## src/rtl/phy_host_consts.svh

```systemverilog
// constants of the transceiver host control register bank
// assumes inclusion by the package and the bank module only
`ifndef PHY_HOST_CONSTS_SVH
`define PHY_HOST_CONSTS_SVH

// ==========================================
// register offsets
`define OFS_CONTROL_ZERO 6'h00
`define OFS_CONTROL_ONE 6'h01
`define OFS_STATUS_FLAGS 6'h02
`define OFS_RESERVED 6'h03
`define OFS_EVENT_STATUS 6'h04
`define OFS_EVENT_MASK 6'h05
`define WINDOW_BYTES 48

// ==========================================
// control zero fields
`define BIT_PHY_ENABLE 7
`define BIT_AUTONEG_DIS 6
`define BIT_HALT_IN_WAIT 5
`define BIT_FAST_PLL_OFF 4
`define BIT_SLOW_PLL_OFF 3
`define BIT_LED_DRIVE 2
`define BIT_IRQ_ENABLE 0
// status fields
`define BIT_FAST_DIS_STAT 5
`define BIT_SLOW_DIS_STAT 4
`define BIT_IRQ_FLAG 0
// event status fields
`define EV_LINK_UP 0
`define EV_LINK_DOWN 1
`define EV_ENABLED 2
`define EV_COUNT 3

// ==========================================
// reset values
`define RST_CONTROL_ZERO 8'h00
`define RST_CONTROL_ONE 8'h00
`define RST_EVENT 8'h00

// ==========================================
// timing: start-up delay before negotiation
`define STARTUP_US 100
`define CLK_MHZ 20
`define STARTUP_CYCLES (`STARTUP_US * `CLK_MHZ)
// collision and activity flash hold, in ms
`define FLASH_MS 50
`define FLASH_CYCLES (`FLASH_MS * 1000 * `CLK_MHZ)

`endif

```

## src/rtl/phy_host_pkg.sv

```systemverilog
// types shared by the transceiver host control bank
// assumes the constants header is available on the include path
package phy_host_pkg;
   `include "phy_host_consts.svh"

   // settings handed to the transceiver core
   typedef struct packed {
      logic run;
      logic autonegEnableBit;
      logic autonegStart;
      logic manualMode;
      logic fastPllOff;
      logic slowPllOff;
      logic [4:0] mgmtAddress;
      logic mgmtLoad;
   } core_ctrl_t;

   // link state reported by the transceiver core
   typedef struct packed {
      logic linkUp;
      logic fullDuplex;
      logic fastSpeed;
      logic collision;
      logic rxData;
      logic fastPllDown;
      logic slowPllDown;
      logic irqCondition;
   } core_stat_t;

   typedef struct packed {
      logic collision;
      logic duplex;
      logic speed;
      logic link;
      logic activity;
   } led_t;

   typedef enum logic [1:0] {
      PHY_OFF,
      PHY_STARTUP,
      PHY_RUNNING
   } phy_state_t;
endpackage

```

## src/rtl/phy_host_control_regs.sv

```systemverilog
// register bank steering the on-chip transceiver core
// assumes synchronous inputs, one clock, a plain strobe bus from the processor
//
// Design decision made here: the plain strobed port.
`timescale 1ns/1ps
`include "phy_host_consts.svh"
module phy_host_control_regs #(
   parameter int STARTUP_CYCLES = `STARTUP_CYCLES,
   parameter int FLASH_CYCLES = `FLASH_CYCLES
) (
   input wire logic core_clk,
   input wire logic sys_rst,
   input wire logic clkEnable,
   input wire logic [5:0] busAddr,
   input wire logic [7:0] busWdata,
   input wire logic busWrite,
   input wire logic busRead,
   output logic [7:0] busRdata,
   input wire logic waitMode,
   input wire phy_host_pkg::core_stat_t coreStat,
   output phy_host_pkg::core_ctrl_t coreCtrl,
   output phy_host_pkg::led_t ledOut,
   output logic irqRequest,
   output logic eventIrq,
   output logic pairOutOe,
   output logic pairInOe
);
   import phy_host_pkg::*;

   // ==========================================
   // helpers
   function automatic logic hit(input logic [5:0] a, input logic [5:0] ofs);
      hit = (a == ofs);
   endfunction

   // stretch and start-up counter widths, sized to hold their reload values
   localparam int FW = $clog2(FLASH_CYCLES + 1);
   localparam int SW = $clog2(STARTUP_CYCLES + 1);

   logic [7:0] controlZero;
   logic [4:0] mgmtAddrReg;
   logic irqFlag;
   logic [`EV_COUNT-1:0] eventStatus;
   logic [`EV_COUNT-1:0] eventMask;
   logic enablePrev;
   logic linkPrev;
   phy_state_t phyState;
   logic [SW-1:0] startupCount;
   logic [FW-1:0] colCount;
   logic [FW-1:0] actCount;
   logic latchedAnDis;

   logic wrZero, wrOne, wrStat, wrEvent, wrMask;
   logic enable;
   logic enableRise;
   logic halted;
   logic [`EV_COUNT-1:0] eventSet;

   assign wrZero = busWrite && hit(busAddr, `OFS_CONTROL_ZERO);
   assign wrOne = busWrite && hit(busAddr, `OFS_CONTROL_ONE);
   assign wrStat = busWrite && hit(busAddr, `OFS_STATUS_FLAGS);
   assign wrEvent = busWrite && hit(busAddr, `OFS_EVENT_STATUS);
   assign wrMask = busWrite && hit(busAddr, `OFS_EVENT_MASK);
   assign enable = controlZero[`BIT_PHY_ENABLE];
   assign enableRise = enable && !enablePrev;
   // wait-mode halt acts as a disable while the processor sleeps
   assign halted = controlZero[`BIT_HALT_IN_WAIT] && waitMode;

   // ==========================================
   // software registers
   always_ff @(posedge core_clk) begin
      if (sys_rst) begin
         controlZero <= `RST_CONTROL_ZERO;
         mgmtAddrReg <= 5'h00;
      end else if (clkEnable) begin
         if (wrZero) begin
            controlZero <= busWdata;
         end
         if (wrOne) begin
            mgmtAddrReg <= busWdata[4:0];
         end
      end
   end

   always_ff @(posedge core_clk) begin
      if (sys_rst) begin
         enablePrev <= 1'b0;
         latchedAnDis <= 1'b0;
      end else if (clkEnable) begin
         enablePrev <= enable;
         if (enableRise) begin
            latchedAnDis <= controlZero[`BIT_AUTONEG_DIS];
         end
      end
   end

   // ==========================================
   // interrupt flag: set wins over the clear
   always_ff @(posedge core_clk) begin
      if (sys_rst) begin
         irqFlag <= 1'b0;
      end else if (clkEnable) begin
         if (coreStat.irqCondition && enable && !halted) begin
            irqFlag <= 1'b1;
         end else if (wrStat && busWdata[`BIT_IRQ_FLAG]) begin
            irqFlag <= 1'b0;
         end
      end
   end

   // the request is held low in wait halt so the core cannot wake the cpu
   always_ff @(posedge core_clk) begin
      if (sys_rst) begin
         irqRequest <= 1'b0;
      end else if (clkEnable) begin
         irqRequest <= irqFlag && controlZero[`BIT_IRQ_ENABLE] && !halted;
      end
   end

   // ==========================================
   // bank events: link up, link down, core brought up
   always_comb begin
      eventSet = '0;
      eventSet[`EV_LINK_UP] = coreStat.linkUp && !linkPrev;
      eventSet[`EV_LINK_DOWN] = !coreStat.linkUp && linkPrev;
      eventSet[`EV_ENABLED] = enableRise;
   end

   always_ff @(posedge core_clk) begin
      if (sys_rst) begin
         linkPrev <= 1'b0;
         eventStatus <= '0;
         eventMask <= '0;
      end else if (clkEnable) begin
         linkPrev <= coreStat.linkUp;
         eventStatus <= eventSet | (eventStatus & ~(wrEvent ? busWdata[`EV_COUNT-1:0] : '0));
         if (wrMask) begin
            eventMask <= busWdata[`EV_COUNT-1:0];
         end
      end
   end

   always_ff @(posedge core_clk) begin
      if (sys_rst) begin
         eventIrq <= 1'b0;
      end else if (clkEnable) begin
         eventIrq <= |(eventStatus & eventMask);
      end
   end

   // ==========================================
   // start-up sequence
   always_ff @(posedge core_clk) begin
      if (sys_rst) begin
         phyState <= PHY_OFF;
         startupCount <= '0;
      end else if (clkEnable) begin
         case (phyState)
            PHY_OFF: begin
               if (enableRise) begin
                  phyState <= PHY_STARTUP;
                  startupCount <= SW'(STARTUP_CYCLES);
               end
            end
            PHY_STARTUP: begin
               if (!enable) begin
                  phyState <= PHY_OFF;
               end else if (startupCount <= SW'(1)) begin
                  phyState <= PHY_RUNNING;
               end else begin
                  startupCount <= startupCount - SW'(1);
               end
            end
            PHY_RUNNING: begin
               if (!enable) begin
                  phyState <= PHY_OFF;
               end
            end
            default: begin
               phyState <= PHY_OFF;
            end
         endcase
      end
   end

   // ==========================================
   // core controls
   always_ff @(posedge core_clk) begin
      if (sys_rst) begin
         coreCtrl <= '0;
      end else if (clkEnable) begin
         coreCtrl.run <= enable && !halted;
         coreCtrl.mgmtLoad <= enableRise;
         if (enableRise) begin
            coreCtrl.autonegEnableBit <= !controlZero[`BIT_AUTONEG_DIS];
            coreCtrl.mgmtAddress <= mgmtAddrReg;
         end
         // one-cycle start pulse once the start-up delay has run out
         coreCtrl.autonegStart <= (phyState == PHY_STARTUP) && enable
            && (startupCount <= SW'(1)) && !latchedAnDis;
         coreCtrl.manualMode <= (phyState == PHY_RUNNING) && latchedAnDis;
         coreCtrl.fastPllOff <= controlZero[`BIT_FAST_PLL_OFF];
         coreCtrl.slowPllOff <= controlZero[`BIT_SLOW_PLL_OFF];
      end
   end

   // line pins float until the core actually runs
   always_ff @(posedge core_clk) begin
      if (sys_rst) begin
         pairOutOe <= 1'b0;
         pairInOe <= 1'b0;
      end else if (clkEnable) begin
         pairOutOe <= (phyState == PHY_RUNNING) && !halted;
         pairInOe <= (phyState == PHY_RUNNING) && !halted;
      end
   end

   // ==========================================
   // LED drive; short events are stretched so they are visible
   always_ff @(posedge core_clk) begin
      if (sys_rst) begin
         colCount <= '0;
         actCount <= '0;
      end else if (clkEnable) begin
         if (coreStat.collision && !coreStat.fullDuplex) begin
            colCount <= FW'(FLASH_CYCLES);
         end else if (colCount != '0) begin
            colCount <= colCount - FW'(1);
         end
         if (coreStat.rxData) begin
            actCount <= FW'(FLASH_CYCLES);
         end else if (actCount != '0) begin
            actCount <= actCount - FW'(1);
         end
      end
   end

   always_ff @(posedge core_clk) begin
      if (sys_rst) begin
         ledOut <= '0;
      end else if (clkEnable) begin
         if (controlZero[`BIT_LED_DRIVE] && coreCtrl.run) begin
            ledOut.collision <= colCount != '0;
            ledOut.duplex <= coreStat.fullDuplex;
            ledOut.speed <= coreStat.fastSpeed;
            ledOut.link <= coreStat.linkUp;
            ledOut.activity <= actCount != '0;
         end else begin
            ledOut <= '0;
         end
      end
   end

   // ==========================================
   // read port, data in the cycle after the strobe
   always_ff @(posedge core_clk) begin
      if (sys_rst) begin
         busRdata <= 8'h00;
      end else if (clkEnable) begin
         busRdata <= 8'h00;
         if (busRead) begin
            // whole 48-byte window decodes; unused slots read zero
            case (busAddr)
               `OFS_CONTROL_ZERO: busRdata <= controlZero;
               `OFS_CONTROL_ONE: busRdata <= {3'b000, mgmtAddrReg};
               `OFS_STATUS_FLAGS: begin
                  busRdata[`BIT_FAST_DIS_STAT] <= coreStat.fastPllDown;
                  busRdata[`BIT_SLOW_DIS_STAT] <= coreStat.slowPllDown;
                  busRdata[`BIT_IRQ_FLAG] <= irqFlag;
               end
               `OFS_EVENT_STATUS: busRdata <= {5'b00000, eventStatus};
               `OFS_EVENT_MASK: busRdata <= {5'b00000, eventMask};
               default: busRdata <= 8'h00;
            endcase
         end
      end
   end
endmodule // phy_host_control_regs

```

## config.mk

```make
export PLATFORM = sky130hd
export DESIGN_NAME = phy_host_control_regs
export DESIGN_NICKNAME = d
export VERILOG_FILES = /design/src/rtl/phy_host_pkg.sv /design/src/rtl/phy_host_control_regs.sv
export VERILOG_INCLUDE_DIRS = /design/src /design/src/rtl
export SDC_FILE = /design/constraint.sdc
export NUM_CORES = 1
export LEC_CHECK = 0
export BUFFER_PORTS_ARGS = -buffer_cell sky130_fd_sc_hd__buf_2
export CAP_MARGIN = 20
export CORE_MARGIN = 2
export CORE_UTILIZATION = 55
export CTS_CLUSTER_SIZE = 8
export DETAILED_ROUTE_END_ITERATION = 10
export PLACE_DENSITY = 0.76
export SLEW_MARGIN = 20
export SYNTH_ARGS = -nofsm -noshare
export SYNTH_HDL_FRONTEND = slang
export SYNTH_SLANG_ARGS = --single-unit
```

## constraint.sdc

```tcl
create_clock -name core_clk -period 4.8 [get_ports core_clk]
set_input_delay 0 -clock core_clk [delete_from_list [all_inputs] [get_ports core_clk]]
set_output_delay 0 -clock core_clk [all_outputs]
set_load 0.05 [all_outputs]
```

# Word-level counts from Yosys, hierarchy flattened
# Index checks and enable logic that the tools add are counted.
dict set report totals {
  wordCells 117
  inputBits 28
  out_inout_bits 29
  ff_bits 104
}
dict set report op_classes {
  n_eq_ne 11
  n_bitwise 4
  n_mux 22
  order_cmp 1
  n_reduce_logical 47
  addsub 3
}
# cell n
set ops {}
lappend ops {{$mux 20} 4}
lappend ops {{$reduce_bool 20->1} 2}
lappend ops {{$sub 20x1->20 const B} 2}
lappend ops {{$mux 11} 3}
lappend ops {{$logic_and 1x1->1} 22}
lappend ops {{$pmux 11 s2} 1}
lappend ops {{$reduce_and 2->1} 7}
lappend ops {{$eq 6x3->1 const B} 2}
lappend ops {{$pmux 2 s3} 2}
lappend ops {{$pmux 3 s4} 1}
lappend ops {{$le 11x1->1 const B} 1}
lappend ops {{$sub 11x1->11 const B} 1}
lappend ops {{$mux 2} 5}
lappend ops {{$mux 8} 1}
lappend ops {{$ne 2x2->1 const B} 4}
lappend ops {{$reduce_bool 2->1} 4}
lappend ops {{$logic_not 1->1} 7}
lappend ops {{$and 3x3->3} 2}
lappend ops {{$eq 6x1->1 const B} 1}
lappend ops {{$eq 6x2->1 const B} 1}
lappend ops {{$logic_not 6->1} 1}
lappend ops {{$mux 5} 1}
lappend ops {{$pmux 1 s5} 1}
lappend ops {{$reduce_and 5->1} 1}
lappend ops {{other kinds (10)} 11}

# Depth between registers and ports, before layout
# Gate-level depths: netlist of the first run.
dict set report depth {
  word_depth 6
  depth_mapped 8
  mapped_depth_nobuf 7
}

# Least setup slack after synthesis of the first run
# No wires, ideal clock.
dict set report synth_path {
  path_type {register to register}
  from {register colCount[0]}
  to {register colCount[9]}
  stages_incl_launch_ff 9
  n_path_buf 1
  slack_ps 2802
  setup_time_ps 74
  arrival_ps 1924
  period_less_slack_ps 1998
  required_ps 4726
  path_cell_list {dfxtp_1 > inv_1 > ha_1 > or4b_1 > nor3_2 > buf_4 > a31oi_2 > a21o_1 > a31oi_1}
}
dict set report synth_between {
  elab_chain_cells 3
  elab_cells_between_ends 6
  cone_classes {1 x add/sub; 2 x mux; 3 x reduce/logical}
}
# element line_no
set synth_lines {}
lappend synth_lines {{start, declared} phy_host_control_regs.sv:49} ;# logic [FW-1:0] colCount;
lappend synth_lines {{start signal, assigned} phy_host_control_regs.sv:226} ;# colCount <= FW'(FLASH_CYCLES);
lappend synth_lines {{start signal, assigned} phy_host_control_regs.sv:228} ;# colCount <= colCount - FW'(1);
lappend synth_lines {{$sub 20x1->20 / $reduce_bool 20->1 (equally long branches)} {phy_host_control_regs.sv:228, phy_host_control_regs.sv:227}}
lappend synth_lines {{$mux 20 / $reduce_bool 2->1 (equally long branches)} n/a}
lappend synth_lines {{$mux 20 / $reduce_and 2->1 (equally long branches)} n/a}
# Several ways; a longest one is shown, not always the timed one. The select of a mux whose other input is x is not followed.
# A chain may end at the register's enable or synchronous reset.

# Final worst setup path of the first run
dict set report layout_path {
  from {register colCount[0]}
  to {register colCount[6]}
}
# Same word-level chain as after synthesis.

==> results of run 1 <==
worst max path at each step:
| stage | to | slack [ns] | cells after the start |
|---|---|---|---|
| 2_1_floorplan | colCount[9] | 2.80 | 8 |
| 5_1_grt | colCount[9] | 1.95 | 7 |
| 3_3_place_gp | colCount[5] | 2.26 | 7 |
| 6_report | colCount[6] | 2.13 | 7 |
| 4_1_cts | colCount[6] | 2.12 | 7 |
| 3_5_place_dp | controlZero[1] | 2.13 | 6 |
area by class of cell:
class,instances,area (um2),share of cell area (%)
tap,108,135,2.46
multi-input combinational,404,2610,47.4
inverter,17,63.8,1.16
sequential,104,2080,37.8
clock buffer,9,124,2.25
timing repair buffer,71,428,7.77
clock inverter,7,63.8,1.16
placed cells by master (no fill, tap or decap), types with 9 or more instances in the layout:
cell type	instances
dfxtp_1	104
nor2_1	71
buf_2	56
a21oi_1	48
nand2_1	33
mux2i_1	31
xor2_1	25
nand3_1	18
inv_1	17
nand4_1	15
dlygate4sd3_1	14
nor3_1	13
o21ai_0	13
nor4_1	12
xnor2_1	12
or3_1	10
clkbuf_8	9
worst register-to-register path, stage by stage (launching register included):
cell and delay (ns):
dfxtp_1 0.34, inv_1 0.09, ha_1 0.14, or4b_1 0.51, nor3_2 0.79, and3_1 0.44, or4_1 0.16, a31oi_1 0.08
repair_timing:
item | in CTS | in global routing
hold buffers | 14 | 0
hold endpoints to repair | 26 | 0
gates resized for setup | 0 | 0
sequential cells by signal (all words and copies together) (netlist names), 5 cells and up:
| signal | flops |
|---|---|
| actCount | 20 |
| coreCtrl | 12 |
| startupCount | 11 |
| ledOut | 5 |
| colCount | 20 |
| controlZero | 8 |
| mgmtAddrReg | 5 |
| busRdata | 8 |
power by group through the flow:
stage | sequential (uW) | combinational (uW) | clock (uW)
2_1_floorplan | 1010 | 553 | 0
3_3_place_gp | 1020 | 616 | 0
3_5_place_dp | 1020 | 643 | 0
4_1_cts | 1000 | 657 | 543
5_1_grt | 1010 | 733 | 571
6_report | 1010 | 662 | 530
logic make-up (layout without fill, tap and decap cells):
group	Yosys count	in the layout	share of synthesized area (%)
AO/OA/AOI/OAI	106	106	14.3
XOR/XNOR	37	37	6.61
adder cells (fa/ha/maj)	6	6	1.53
buffers and inverters	51	104	4.34
flip-flops	104	104	42.5
multiplexers	33	33	7.25
AND/OR/NAND/NOR	222	222	23.5
per-layer routing:
| metal | up-vias | track usage, % | wire, um |
|---|---|---|---|
| met3 | 18 | 4.47 | 517 |
| met5 | - | 0 | 0 |
| met4 | 0 | 7.38 | 168 |
| met2 | 113 | 38.5 | 5240 |
| met1 | 1978 | 30.1 | 4980 |
| li1 | 2085 | - | - |
through the flow:
stage	utilization, %	instance area (um2)
3_5_place_dp	59.6	5180
6_report	63.4	5500
5_1_grt	63.4	5500
3_3_place_gp	59.6	5180
2_1_floorplan	-	4900
4_1_cts	63.4	5500
==> qor.txt, run 1 <==
Core box area - 0.00868 mm2
Final Power - 2200 uW
# IOs - 57
Most frequent cells after synthesis - dfxtp_1 (104), nor2_1 (71), a21oi_1 (48), nand2_1 (33), mux2i_1 (31)
Final layout net count - 641
Bufs and invs on worst path - 1
Critical Path Start - colCount[0]
Post-CTS setup buffers - 0
Logic pwr share - 30.1%
Post-Syn Nets - 593
Setup_tns - 0 ns
Worst R2R Setup Slack - 2.13 ns
Largest fanout on the critical path - 12
Post-synthesis async set-or-reset flop share - 0%
Die extent in x - 98.4 um
Vias/cell - 5.83
Clk_skew - 0.0190 ns
Required @ worst endpoint - 5.03 ns
Final number of setup-violating endpoints - 0
H-tree levels - 3
TritonCTS buffer count - 9
Clk sink count - 104
Mapped Cells - 559
Crit path launch type - register
Largest net degree at the start of global routing - 48
Maxcap violations - 0
Reg power frac - 45.7%
Dominant cell type by area after synthesis - dfxtp_1
Clock slew at reported path FFs - 0.12 ns
Mapped Avg Cell Area - 8.77 um2
Switch share - 37.0%
Synthesized area - 0.00490 mm2
Fill count - 771
WL per Instance - 15.2 um
Hold path start - waitMode
Residual DRC - 0
Grt total ovfl - 0
Site Rows - 34
DP HPWL - 7380 um
Max-slew headroom - 29.7%
Hold EP - irqFlag
Top-count cell post-synth - dfxtp_1
Die Area - 0.00968 mm2
Worst IR Drop VDD - 192 uV
DP Worst Slack - 2.13 ns
Share of cells above drive strength 1 - 13.9%
Via count - 4194
Crit Reg-Reg Startpoint - colCount[0]
Worst skew pair latency - 0.38 ns
Vias in the first global route - 3961
RSZ-0062 raised after global routing - no
Number of flops mapped to enable cells by yosys - 0
P_int - 1380 uW
Total global-route track usage - 23.0%
Switch Pwr - 813 uW
Inst Count DP - 690
Detailed-router iteration count before antenna repair - 4
Antenna diode count - 0
CTS tree - done
Clock root cell - clkbuf_8
Maximum clock rate - 375 MHz
Register area share after synthesis - 42.5%
Pins over their slew limit - 0
Routability cong. - 0.847
Top cells by area, synth - dfxtp_1 (42%), mux2i_1 (6.3%), nor2_1 (5.4%)
Post-route ant nets - 0
Synth Register Bits - 104
Initial Utilization - 56.5%
Arrival time worst endpoint - 2.90 ns
CP Cell Sequence - inv_1, ha_1, or4b_1, nor3_2, and3_1, or4_1, a31oi_1
Worst Path Class, Setup - reg -> reg
Vert. Die Dim - 98.4 um
Worst reg-to-reg path cell count - 7
Period utilization - 55.6%
Area grow syn2layout - 12.3%
Worst hold path depth - 4
IO buf count - 56
Clock group share of total power - 24.1%
Critical Path End Type - register
Tmin final - 2.67 ns
Outcome - complete, no violations
Final wirelength - 10900 um
Initial antenna violation count - 0
Top FF cell, synth - dfxtp_1
Setup ws final - 2.13 ns
Slew @ Worst Pin - 1.05 ns
WHS - 0.0198 ns
Yosys warnings - 0
LEAKAGE - 0.00210 uW
CP delay by family, top - simple AND/OR/NAND/NOR gates
Initial DRC Count - 159
Slowest CP cell - nor3_2
RR Endpoint - colCount[6]
Critical Path Max Stage Delay - 0.79 ns
First-pass GRT wire length - 18600 um
Max Root-Sink Buffers - 2
Yosys cell types - 59
Power per cell area - 399 mW/mm2
Post-Layout Cell Count - 720
Area share of the largest cell type after synthesis - 42.5%
Final Hold Viols - 0
Worst hold path type - in -> reg
Power figures use the tool's default switching activity.
==> run 2: changes to the inputs <==
--- a/config.mk
+++ b/config.mk
@@ -9,7 +9,7 @@
 export BUFFER_PORTS_ARGS = -buffer_cell sky130_fd_sc_hd__buf_2
 export CAP_MARGIN = 20
 export CORE_MARGIN = 2
-export CORE_UTILIZATION = 55
+export CORE_UTILIZATION = 53
 export CTS_CLUSTER_SIZE = 8
 export DETAILED_ROUTE_END_ITERATION = 10
 export PLACE_DENSITY = 0.76
==> constraint.sdc (replaced) <==
create_clock -name core_clk -period 2.35 [get_ports core_clk]
set_input_delay 0 -clock core_clk [delete_from_list [all_inputs] [get_ports core_clk]]
set_output_delay 0 -clock core_clk [all_outputs]
set_load 0.05 [all_outputs]
==> run 2 against run 1 <==
Against the previous run:
- die area up 3.6%
- sequential power rose by 100%
- clock power rose by 100%
- critical path depth decreased by 2
- via count grew 1.2%
- critical path type unchanged
==> qor.txt, run 2 (synthesis gave the netlist of run 1 again) <==
Outcome - complete, no violations (unchanged)
Dpl cell area - 0.00530 mm2 (was 0.00518 mm2)
Clk_skew - 0.0138 ns (was 0.0190 ns)
Die Area - 0.0100 mm2 (was 0.00968 mm2)
Post-route ant nets - 0 (unchanged)
Final wirelength - 11000 um (was 10900 um)
Die extent in x - 100 um (was 98.4 um)
Clock slew at reported path FFs - 0.11 ns (was 0.12 ns)
Via count - 4243 (was 4194)
Max-slew headroom - 47.9% (was 29.7%)
Crit path launch type - register (unchanged)
IO buf count - 56 (unchanged)
Worst hold path depth - 4 (unchanged)
Required @ worst endpoint - 2.60 ns (was 5.03 ns)
Worst hold path type - in -> reg (unchanged)
Hold path start - waitMode (unchanged)
Slew @ Worst Pin - 0.782 ns (was 1.05 ns)
Area grow syn2layout - 15.2% (was 12.3%)
Core box area - 0.00911 mm2 (was 0.00868 mm2)
Slowest CP cell - or4b_1 (was nor3_2)
LEAKAGE - 0.00218 uW (was 0.00210 uW)
Grt total ovfl - 0 (unchanged)
Worst skew pair latency - 0.36 ns (was 0.38 ns)
Post-CTS setup buffers - 0 (unchanged)
Final number of setup-violating endpoints - 0 (unchanged)
Vias/cell - 5.73 (was 5.83)
Critical Path End Type - register (unchanged)
CP Cell Sequence - or4b_1, or2_0, a2111oi_2, xnor2_1, nor2_1 (was inv_1, ha_1, or4b_1, nor3_2, and3_1, or4_1, a31oi_1)
Pins over their slew limit - 0 (unchanged)
Max Root-Sink Buffers - 2 (unchanged)
Crit Reg-Reg Startpoint - colCount[0] (unchanged)
Initial antenna violation count - 0 (unchanged)
Vert. Die Dim - 100 um (was 98.4 um)
Worst IR Drop VDD - 517 uV (was 192 uV)
Worst R2R Setup Slack - 0.19 ns (was 2.13 ns)
Clock root cell - clkbuf_8 (unchanged)
Residual DRC - 0 (unchanged)
Hold EP - coreCtrl[11] (was irqFlag)
CTS tree - done (unchanged)
Initial Utilization - 53.8% (was 56.5%)
Final layout net count - 659 (was 641)
Largest fanout on the critical path - 8 (was 12)
Vias in the first global route - 4055 (was 3961)
Antenna diode count - 0 (unchanged)
Fill count - 768 (was 771)
WL per Instance - 14.8 um (was 15.2 um)
Arrival time worst endpoint - 2.41 ns (was 2.90 ns)
Initial DRC Count - 170 (was 159)
Commonest non-fill, non-tap cells in the layout - dfxtp_1 (104), nor2_1 (71), buf_2 (56), a21oi_1 (48), nand2_1 (33) (unchanged)
Maximum clock rate - 462 MHz (was 375 MHz)
DP Worst Slack - 0.198 ns (was 2.13 ns)
First-pass GRT wire length - 18700 um (was 18600 um)
Most common cell after layout, fill and taps aside - dfxtp_1 (unchanged)
Critical Path Max Stage Delay - 0.54 ns (was 0.79 ns)
DP HPWL - 7710 um (was 7380 um)
Worst reg-to-reg path cell count - 5 (was 7)
Critical Path Start - colCount[0] (unchanged)
RSZ-0062 raised after global routing - no (unchanged)
Maxcap violations - 0 (unchanged)
Total global-route track usage - 22.6% (was 23.0%)
Routability cong. - 0.836 (was 0.847)
Design area - 0.00565 mm2 (was 0.00550 mm2)
Share of cells above drive strength 1 - 15.9% (was 13.9%)
Detailed-router iteration count before antenna repair - 4 (unchanged)
Tmin final - 2.16 ns (was 2.67 ns)
H-tree levels - 3 (unchanged)
RR Endpoint - colCount[15] (was colCount[6])
Site Rows - 35 (was 34)
Clk sink count - 104 (unchanged)
Power per cell area - 811 mW/mm2 (was 399 mW/mm2)
Largest net degree at the start of global routing - 37 (was 48)
TritonCTS buffer count - 9 (unchanged)
Final Hold Viols - 0 (unchanged)
Regs by FF count - actCount (20), colCount (20), coreCtrl (12) (unchanged)
Period utilization - 92.1% (was 55.6%)
Worst Path Class, Setup - reg -> reg (unchanged)
Setup ws final - 0.187 ns (was 2.13 ns)
# IOs - 57 (unchanged)
WHS - 0.0367 ns (was 0.0198 ns)
Setup_tns - 0 ns (unchanged)
==> run 2: cell count changes in the layout (fill, tap and decap cells not counted) <==
cell | before | now
inv_6 | 4 | 2
clkinv_4 | 0 | 1
clkbuf_1 | 0 | 1
inv_8 | 0 | 1
clkinv_2 | 1 | 0
dlygate4sd3_1 | 14 | 16
buf_4 | 1 | 17
==> run 2: per-stage QoR <==
step	total power, uW	util (%)	cells
after floorplan	3190	-	559
after global placement	3460	58.2	709
after detailed placement	3510	58.2	709
after CTS	4590	62.0	741
after global routing	4840	62.0	741
final	4580	62.0	741
==> run 2: per-layer routing <==
layer,GRT usage (%),routed length (um)
met5,0,0
met4,6.01,87
met3,4.04,489
met2,38.7,5370
met1,29.4,5010
==> run 2: how the worst max path moves through the flow <==
stage                    to  slack [ns]  depth (start not counted)
2_1_floorplan   colCount[9]        0.35                          8
3_3_place_gp   colCount[15]        0.24                          5
3_5_place_dp   colCount[15]        0.20                          5
4_1_cts        colCount[15]        0.17                          5
5_1_grt        colCount[13]        0.04                          5
6_report       colCount[15]        0.19                          5
==> run 2: critical path, delay by kind of cell, from the launching register on <==
family,cells,cell delay (ns)
xor gates and xnor gates,1,0.16
DFF,1,0.35
AOI/OAI and AO/OA,1,0.47
and+or+nand+nor,3,1.07
==> run 2: final cells by class <==
type	instances	area [um2]	area share (%)
Multi-Input combinational cell	404	2610	46.2
Clock inverter	6	61.3	1.09
Sequential cell	104	2080	36.9
Inverter	17	63.8	1.13
Timing Repair Buffer	89	568	10.1
Tap cell	111	139	2.46
Clock buffer	10	128	2.26
==> run 2: timing repair <==
action | CTS | global route
endpoints found under the setup margin | 0 | 0
hold buffers | 16 | 0
gates resized for setup | 0 | 0
hold endpoints to repair | 32 | 0
==> run 2: power breakdown <==
part           switching, uW  internal [uW]  total (uW)
sequential               137           1910        2050
clock                    662            413        1070
combinational            853            603        1460
